File: config.mk
export PLATFORM = sky130hd
export DESIGN_NAME = orfw_top
export DESIGN_NICKNAME = d
export VERILOG_FILES = /design/src/design/orfw_pkg.sv /design/src/design/orfw_osc_ready.sv /design/src/design/orfw_top.sv
export SDC_FILE = /design/constraint.sdc
export NUM_CORES = 1
export LEC_CHECK = 0
export BUFFER_PORTS_ARGS = -buffer_cell sky130_fd_sc_hd__buf_4
export CAP_MARGIN = 20
export CORE_MARGIN = 2
export CORE_UTILIZATION = 45
export DETAILED_ROUTE_END_ITERATION = 16
export PLACE_DENSITY_LB_ADDON = 0.15
export SLEW_MARGIN = 20
export SYNTH_ARGS = -nofsm -noshare
export SYNTH_HDL_FRONTEND = slang
export SYNTH_SLANG_ARGS = --single-unit
File: constraint.sdc
create_clock -name mclk -period 1.6 [get_ports mclk]
set_input_delay 0.16 -clock mclk [delete_from_list [all_inputs] [get_ports mclk]]
set_output_delay 0.16 -clock mclk [all_outputs]
set_load 0.005 [all_outputs]
File: src/design/orfw_pkg.sv
package orfw_pkg;
   // ==========================================================================
   // Register map
   // ==========================================================================
   localparam logic [7:0]  ADDR_MODE_CTRL = 8'h00;
   localparam logic [7:0]  ADDR_STATUS    = 8'h04;

   // Mode control field positions.
   localparam int          BIT_QWE        = 4;
   localparam int          BIT_LOW_RDY    = 3;
   localparam int          BIT_HIGH_RDY   = 2;
   localparam int          BIT_LIGHT      = 1;
   localparam logic [7:0]  MODE_CTRL_RST  = 8'h03;
   localparam logic [7:0]  MODE_CTRL_WMSK = 8'hf3;

   // ==========================================================================
   // Stabilisation counts, in oscillator cycles
   // ==========================================================================
   localparam int          CNT_W          = 11;
   localparam int          CRYSTAL_CNT    = 1024;
   localparam int          FAST_RC_CNT    = 16;
   localparam int          SLOW_RC_CNT    = 2;
   localparam int          SUB_WAKE_CNT   = 2;

   // Power mode codes shown in the status register.
   localparam logic [2:0]  PM_RUN         = 3'h0;
   localparam logic [2:0]  PM_DEEP        = 3'h1;
   localparam logic [2:0]  PM_SLEEP_SUB   = 3'h2;
   localparam logic [2:0]  PM_DOZE_OFF    = 3'h3;
   localparam logic [2:0]  PM_DOZE_RUN    = 3'h4;
   localparam logic [2:0]  PM_WAKING      = 3'h5;

   // ==========================================================================
   // Types
   // ==========================================================================
   typedef enum logic [2:0] {
      OSC_FAST_CRYSTAL,
      OSC_EXTERNAL_RC,
      OSC_FAST_INTERNAL_RC,
      OSC_SLOW_INTERNAL_RC,
      OSC_SLOW_CRYSTAL
   } orfw_osc_e;

   typedef struct packed {
      logic [7:0]  paddr;
      logic        pwrite;
      logic [31:0] pwdata;
   } orfw_apb_req_s;

   typedef struct packed {
      logic        stop_instruction;
      logic        wake_event;
      logic        wdt_on;
      logic        lvd_on;
      logic        keep_sysclk_in_doze;
   } orfw_sys_s;
endpackage

File: src/design/orfw_osc_ready.sv
`timescale 1ns/10ps
module orfw_osc_ready #(
   parameter int LONG_CNT  = orfw_pkg::CRYSTAL_CNT,
   parameter int SHORT_CNT = orfw_pkg::FAST_RC_CNT
) (
   input  wire logic mclk,
   input  wire logic rst,
   input  wire logic run,
   input  wire logic tick,
   input  wire logic long_mode,
   output logic      ready_q
);
   // ==========================================================================
   // Checks
   // ==========================================================================
   if (LONG_CNT < 1 || SHORT_CNT < 1 || LONG_CNT >= (1 << orfw_pkg::CNT_W) ||
       SHORT_CNT >= (1 << orfw_pkg::CNT_W)) begin : g_chk
      $error("orfw_osc_ready: counts out of range");
   end

   logic [orfw_pkg::CNT_W-1:0] cnt_q;
   logic [orfw_pkg::CNT_W-1:0] last;

   // The last tick index; a first partial cycle makes the wait one cycle short.
   assign last = long_mode ? orfw_pkg::CNT_W'(LONG_CNT - 1) : orfw_pkg::CNT_W'(SHORT_CNT - 1);

   // ==========================================================================
   // Counter
   // ==========================================================================
   // A stopped oscillator loses its stability, so the count restarts.
   always_ff @(posedge mclk or posedge rst) begin
      if (rst) begin
         cnt_q <= '0;
      end else if (!run) begin
         cnt_q <= '0;
      end else if (tick && !ready_q) begin
         cnt_q <= cnt_q + 1'b1;
      end
   end

   // Ready rises on the tick that completes the count and falls when stopped.
   always_ff @(posedge mclk or posedge rst) begin
      if (rst) begin
         ready_q <= 1'b0;
      end else if (!run) begin
         ready_q <= 1'b0;
      end else if (tick && cnt_q >= last) begin
         ready_q <= 1'b1;
      end
   end
endmodule

File: src/design/orfw_top.sv
// The register offsets and register access over APB were left to the implementer.
`timescale 1ns/10ps
// How it works
// - The low-speed ready flag is low in deep sleep and rises 1024 ticks after wake for the slow crystal, 1 to 2 for the slow RC.
// - The high-speed ready flag is zero after power-on, rises once the oscillator is stable and software cannot write it.
// - The high-speed ready flag is low in sleep and clock-off doze and rises 1024 ticks after wake for the fast crystal, 15 to 16 for an RC.
// - A stop instruction enters doze when the light-sleep bit is one and sleep when it is zero.
// - Doze keeps the system clock running for peripherals when keep_sysclk_in_doze is high, otherwise stops CPU and clock.
// - Fast wake-up is offered only from sleep with sub clock or clock-off doze, with the sub clock as temporary system clock.
// - Waking from deep sleep ignores quick_wake_enable since the sub clock is stopped.
// - The quick_wake_enable bit of the mode register turns fast wake-up on or off.
// - With the fast crystal and fast wake-up, the CPU runs on the sub clock after 1 to 2 sub ticks until the crystal is ready, then switches.
// - RC system oscillators wake in 15 to 16 fast RC ticks or 1 to 2 slow RC ticks.
// - quick_wake_enable has no effect when the system oscillator is an RC type.
// - Sleep with the light bit clear goes to deep sleep when watchdog and voltage detector are off, else to sleep with sub clock.
module orfw_top (
   input  wire logic                  mclk,
   input  wire logic                  rst,
   input  wire logic                  psel,
   input  wire logic                  penable,
   input  wire orfw_pkg::orfw_apb_req_s apb_req,
   output logic [31:0]                prdata_q,
   output logic                       pready_q,
   output logic                       pslverr_q,
   input  wire orfw_pkg::orfw_sys_s   sys_in,
   input  wire orfw_pkg::orfw_osc_e   sys_osc,
   input  wire logic                  low_is_crystal,
   input  wire logic                  high_tick,
   input  wire logic                  low_tick,
   output logic                       low_osc_ready_q,
   output logic                       high_osc_ready_q,
   output logic                       cpu_run_q,
   output logic                       sysclk_run_q,
   output logic                       sysclk_from_sub_q,
   output logic                       subclk_run_q,
   output logic [2:0]                 power_mode_q
);
   typedef enum logic [2:0] {
      ST_RUN, ST_DEEP, ST_SLEEP_SUB, ST_DOZE_OFF, ST_DOZE_RUN,
      ST_WAKE_WAIT, ST_WAKE_SUB, ST_WAKE_FAST
   } orfw_state_e;

   orfw_state_e state_q;
   orfw_state_e state_d;
   logic [7:0]  ctrl_q;
   logic        sub_cnt_q;
   logic        high_run;
   logic        low_run;
   logic        low_sys;
   logic        sel_ready;
   logic        fast_ok;
   logic        setup;
   logic        wr_access;
   logic        mapped;

   // ==========================================================================
   // Helpers
   // ==========================================================================
   // Mode code seen by software and on the power_mode output.
   function automatic logic [2:0] mode_of(input orfw_state_e s);
      case (s)
         ST_RUN:       mode_of = orfw_pkg::PM_RUN;
         ST_DEEP:      mode_of = orfw_pkg::PM_DEEP;
         ST_SLEEP_SUB: mode_of = orfw_pkg::PM_SLEEP_SUB;
         ST_DOZE_OFF:  mode_of = orfw_pkg::PM_DOZE_OFF;
         ST_DOZE_RUN:  mode_of = orfw_pkg::PM_DOZE_RUN;
         default:      mode_of = orfw_pkg::PM_WAKING;
      endcase
   endfunction

   // A halted state with the system clock stopped whose sub clock keeps running.
   function automatic logic sub_alive(input orfw_state_e s);
      sub_alive = (s == ST_SLEEP_SUB) || (s == ST_DOZE_OFF);
   endfunction

   // ==========================================================================
   // Oscillator stability
   // ==========================================================================
   // The high-speed source stops in deep sleep, sleep with sub clock and clock-off doze.
   assign high_run = !(state_q == ST_DEEP || sub_alive(state_q));
   // The low-speed source only stops in deep sleep.
   assign low_run  = (state_q != ST_DEEP);
   assign low_sys  = (sys_osc == orfw_pkg::OSC_SLOW_INTERNAL_RC) ||
                     (sys_osc == orfw_pkg::OSC_SLOW_CRYSTAL);

   orfw_osc_ready #(
      .LONG_CNT  (orfw_pkg::CRYSTAL_CNT),
      .SHORT_CNT (orfw_pkg::FAST_RC_CNT)
   ) u_high_rdy (
      .mclk      (mclk),
      .rst       (rst),
      .run       (high_run),
      .tick      (high_tick),
      .long_mode (sys_osc == orfw_pkg::OSC_FAST_CRYSTAL),
      .ready_q   (high_osc_ready_q)
   );

   orfw_osc_ready #(
      .LONG_CNT  (orfw_pkg::CRYSTAL_CNT),
      .SHORT_CNT (orfw_pkg::SLOW_RC_CNT)
   ) u_low_rdy (
      .mclk      (mclk),
      .rst       (rst),
      .run       (low_run),
      .tick      (low_tick),
      .long_mode (low_is_crystal),
      .ready_q   (low_osc_ready_q)
   );

   // Readiness of whichever oscillator is the system clock.
   assign sel_ready = low_sys ? low_osc_ready_q : high_osc_ready_q;

   // Only the fast crystal benefits; deep sleep has no sub clock to lend.
   assign fast_ok = sub_alive(state_q) && ctrl_q[orfw_pkg::BIT_QWE] &&
                    (sys_osc == orfw_pkg::OSC_FAST_CRYSTAL);

   // ==========================================================================
   // Power state machine
   // ==========================================================================
   always_comb begin
      state_d = state_q;
      case (state_q)
         ST_RUN: begin
            if (sys_in.stop_instruction) begin
               if (ctrl_q[orfw_pkg::BIT_LIGHT]) begin
                  state_d = sys_in.keep_sysclk_in_doze ? ST_DOZE_RUN : ST_DOZE_OFF;
               end else begin
                  state_d = (sys_in.wdt_on || sys_in.lvd_on) ? ST_SLEEP_SUB : ST_DEEP;
               end
            end
         end
         ST_DEEP, ST_SLEEP_SUB, ST_DOZE_OFF, ST_DOZE_RUN: begin
            if (sys_in.wake_event) begin
               state_d = fast_ok ? ST_WAKE_SUB : ST_WAKE_WAIT;
            end
         end
         ST_WAKE_SUB: begin
            if (low_tick && sub_cnt_q) begin
               state_d = ST_WAKE_FAST;
            end
         end
         ST_WAKE_FAST: begin
            if (high_osc_ready_q) begin
               state_d = ST_RUN;
            end
         end
         ST_WAKE_WAIT: begin
            if (sel_ready) begin
               state_d = ST_RUN;
            end
         end
         default: state_d = ST_RUN;
      endcase
   end

   always_ff @(posedge mclk or posedge rst) begin
      if (rst) begin
         state_q <= ST_RUN;
      end else begin
         state_q <= state_d;
      end
   end

   // Counts sub clock ticks while waiting for the temporary clock.
   always_ff @(posedge mclk or posedge rst) begin
      if (rst) begin
         sub_cnt_q <= 1'b0;
      end else if (state_q != ST_WAKE_SUB) begin
         sub_cnt_q <= 1'b0;
      end else if (low_tick) begin
         sub_cnt_q <= 1'b1;
      end
   end

   // Clock controls are registered from the next state so they track state_q.
   always_ff @(posedge mclk or posedge rst) begin
      if (rst) begin
         cpu_run_q         <= 1'b1;
         sysclk_run_q      <= 1'b1;
         sysclk_from_sub_q <= 1'b0;
         subclk_run_q      <= 1'b1;
         power_mode_q      <= orfw_pkg::PM_RUN;
      end else begin
         cpu_run_q         <= (state_d == ST_RUN) || (state_d == ST_WAKE_FAST);
         sysclk_run_q      <= (state_d == ST_RUN) || (state_d == ST_DOZE_RUN) ||
                              (state_d == ST_WAKE_FAST);
         sysclk_from_sub_q <= (state_d == ST_WAKE_FAST);
         subclk_run_q      <= (state_d != ST_DEEP);
         power_mode_q      <= mode_of(state_d);
      end
   end

   // ==========================================================================
   // APB slave
   // ==========================================================================
   // Zero wait states: every access phase is answered at once.
   assign setup     = psel && !penable;
   assign mapped    = (apb_req.paddr == orfw_pkg::ADDR_MODE_CTRL) ||
                      (apb_req.paddr == orfw_pkg::ADDR_STATUS);
   assign wr_access = psel && penable && pready_q && apb_req.pwrite;

   // The ready flags are live bits; writes to them are dropped.
   always_ff @(posedge mclk or posedge rst) begin
      if (rst) begin
         ctrl_q <= orfw_pkg::MODE_CTRL_RST;
      end else if (wr_access && apb_req.paddr == orfw_pkg::ADDR_MODE_CTRL) begin
         ctrl_q <= apb_req.pwdata[7:0] & orfw_pkg::MODE_CTRL_WMSK;
      end
   end

   // Read data is captured in the setup cycle and stands through the access.
   always_ff @(posedge mclk or posedge rst) begin
      if (rst) begin
         prdata_q  <= '0;
         pready_q  <= 1'b0;
         pslverr_q <= 1'b0;
      end else begin
         pready_q  <= setup;
         pslverr_q <= setup && !mapped;
         if (setup && !apb_req.pwrite) begin
            if (apb_req.paddr == orfw_pkg::ADDR_MODE_CTRL) begin
               prdata_q <= {24'h000000, ctrl_q[7:4], low_osc_ready_q,
                            high_osc_ready_q, ctrl_q[1:0]};
            end else if (apb_req.paddr == orfw_pkg::ADDR_STATUS) begin
               prdata_q <= {25'h0000000, sysclk_from_sub_q, sysclk_run_q,
                            cpu_run_q, 1'b0, power_mode_q};
            end else begin
               prdata_q <= '0;
            end
         end
      end
   end
endmodule

==> metrics.txt <==
synth top area cells dfrtp_1, ha_1, buf_4, dfstp_2, nor2_1; Crit Path Max Fanout 6; final hold vios 0; first-pass GRT wire length 10.3 mm; predominant post-synthesis flop cell dfrtp_1; YS warnings 0; Pwr Density between 1000 and 1500 mW/mm2; hpwl dp between 4 and 5 mm; Slowest-stage cell, CP dfrtp_1; Num CTS Buffers 5; DRC Markers 0; cells along the critical path buf_6, and3b_2, a32oi_2, o221ai_4, a221o_1, nand2b_1; Inserted Diodes 0; Pre-antenna DRT Iters 4; Min-Delay Endpoint ctrl_q[5]$_DFFE_PP0P_; fraction of registers with async set/reset between 90% and 100%; CP startpoint kind flip-flop; final core area utilization 62.1%; Synth Area in Adders under 10%; RSZ-0062 raised after global routing yes; Final ANT Viol Nets 0; fmax between 500 and 600 MHz; Hold Path Depth 2; sequential share of the synthesized area about 44%; top cell type by total area after synthesis dfrtp_1; Max Slew Vio Count 0; GRT Total Usage about 18%; Ports 99; initial antenna violation count 0; share of cells above drive strength 1 between 30% and 40%; IO Port Bufs 48; clock slew at reported path FFs 90 ps; final worst path period need roughly 1800 ps; Starting Density ~46%; Die Wd 84.3 um; Final setup viols 14; M2 GR Usage 32.2%; Leak 1.87 nW; post-synthesis xor/xnor area fraction under 10%; CTS Root Cell clkbuf_8; Hold Slack 90.5 ps; PnR worst setup slack -182 ps; vias in the first global route about 2300; # fillers between 500 and 600; Final GP Congestion around 0.81; clk_lat worst skew around 300 ps; Cell Area, Synth approximately 0.0029 mm2; vias per std cell 5.02; Core ar. around 0.0063 mm2; Gate Count Post-Synth approximately 290; Post-synth EDFFs 0; starting DRC count in detailed routing 73; register-to-register setup slack -180 ps; multiplexer share of the synthesized area 3.75%; HP Class primary input to flip-flop; Largest stage delay, worst path 430 ps; final setup skew about 9.8 ps; CTS max path bufs 2; area fraction in compound gates after synthesis 12.2%; DIE AREA about 0.0071 mm2; Max H-tree Level 2; MaxCap Viol Count 0; worst r2r dst power_mode_q[0]$_DFF_PP0_; critical path class flip-flop to flip-flop; Power, Total about 5 mW; wire per inst approximately 14 um; outcome finished, violations left; Yosys top cell area share about two fifths; Die Ht roughly 84 um; synthesis-stage register bit count between 50 and 60; most frequent cells in the layout buf_4, dfrtp_1, nor2_1; Post-Synth Simple-Gate Area 18.8%; Worst EP arrival slightly below 2000 ps; GR peak layer met2; clock sink count 51; total grt overflow 0; NumNets Final approximately 450; GR Layer Usage met1 21.9%; CTS tree yes; post-synth cell types 50; Tcrit/Tclk final 111%; maximum vdd ir drop 0.841 mV; CP Capture Type flip-flop; Mean Syn Cell Area 10.0 um2; via count ~2300; met3 usage between 3 and 4%; FP Rows 29; failing checks setup timing; largest family of logic cells by synthesized area simple AND/OR/NAND/NOR gates; pin count of the biggest net entering global routing 26; Layout area overhead 34.3%; commonest non-fill, non-tap cell in the layout buf_4; Worst Min Path Start apb_req[5]; Critical Path RT between 1500 and 2000 ps; final wirelength 6.27 mm; FF-to-FF path depth 6; RR Startpoint state_q[2]$_DFF_PP0_
cell families after synthesis:
kind of cell | Yosys count
and+or+nand+nor | 101
AOI/OAI and AO/OA | 53
DFF | 51
buffers and inverters | 38
xor gates and xnor gates | 18
adders and majority gates | 17
muxes | 10
other | 1
routing by layer:
layer | vias up | share of wire (%)
li1 | 1150 | -
met1 | 1096 | 44
met2 | 54 | 49
met3 | 4 | 5.2
met4 | 0 | 1.1
met5 | - | 0
registers in the layout, summed over array words and instances, names as in the netlist:
register / flops
power_mode_q: 3
prdata_q: 8
subclk_run_q: 1
sub_cnt_q: 1
u_high_rdy.ready_q: 1
cpu_run_q: 1
ctrl_q: 6
state_q: 3
pslverr_q: 1
u_low_rdy.cnt_q: 11
sysclk_run_q: 1
sysclk_from_sub_q: 1
pready_q: 1
u_high_rdy.cnt_q: 11
u_low_rdy.ready_q: 1
power breakdown:
group | switching [mW] | internal, mW
clock | 0.423 | 0.623
combinational | 0.944 | 1.15
sequential | 0.261 | 1.59
worst max-delay path: cells and delay by family (launching register included):
family | cells | cell delay (ps)
flip-flops | 1 | 430
AND/OR/NAND/NOR | 2 | 380
AO/OA/AOI/OAI | 3 | 730
buffers and inverters | 1 | 140
repair_timing:
action	4_1_cts	5_1_grt
setup buffers	4	2
gates cloned	0	0
hold endpoints to repair	13	0
hold buffers	1	0
pin swaps	4	12
endpoints found under the setup margin	15	20
gates resized for setup	11	13
cell type report:
| cell class | instances | area, um2 | share of cell area (%) |
|---|---|---|---|
| Clock buffer | 5 | 68.8 | 1.76 |
| Clock inverter | 3 | 67.6 | 1.73 |
| Inverter | 6 | 22.5 | 0.577 |
| Multi-Input combinational cell | 223 | 1620 | 41.5 |
| Sequential cell | 51 | 1280 | 32.9 |
| Tap cell | 77 | 96.3 | 2.47 |
| Timing Repair Buffer | 94 | 741 | 19.0 |
synth_stat cells, drive strengths merged, types with 3 or more instances:
master  number
dfrtp       46
nor2        34
buf         27
ha          17
nand2       15
a21oi       14
o21ai       12
xor2        12
nand3        9
mux2         7
nand4        7
a22oi        6
inv          6
nand2b       6
xnor2        6
clkbuf       5
dfstp        5
nor2b        5
o21a         5
nor3         4
a211oi       3
a21o         3
mux2i        3
nor3b        3
or3          3
per-stage QoR:
step | instances | cell area (um2) | setup TNS (ps) | setup slack, ps
2_1_floorplan | 312 | 3050 | -695 | -115
4_1_cts | 457 | 3820 | -885 | -146
3_5_place_dp | 444 | 3600 | -4480 | -270
3_3_place_gp | 444 | 3600 | -3630 | -233
6_report | 459 | 3900 | -1480 | -182
5_1_grt | 459 | 3900 | -2640 | -257
worst max path at each step:
stage                         startpoint                         to  slack, ps  cells past startpoint
finish              state_q[2]$_DFF_PP0_  power_mode_q[0]$_DFF_PP0_       -180                      6
floorplan                    apb_req[39]      ctrl_q[4]$_DFFE_PP0P_       -120                      4
CTS                 state_q[1]$_DFF_PP0_        cpu_run_q$_DFF_PP1_       -150                      4
global placement             apb_req[39]      ctrl_q[4]$_DFFE_PP0P_       -230                      6
detailed placement           apb_req[39]      ctrl_q[7]$_DFFE_PP0P_       -270                      6
global route        state_q[2]$_DFF_PP0_  power_mode_q[0]$_DFF_PP0_       -260                      6
Power figures use the tool's default switching activity.
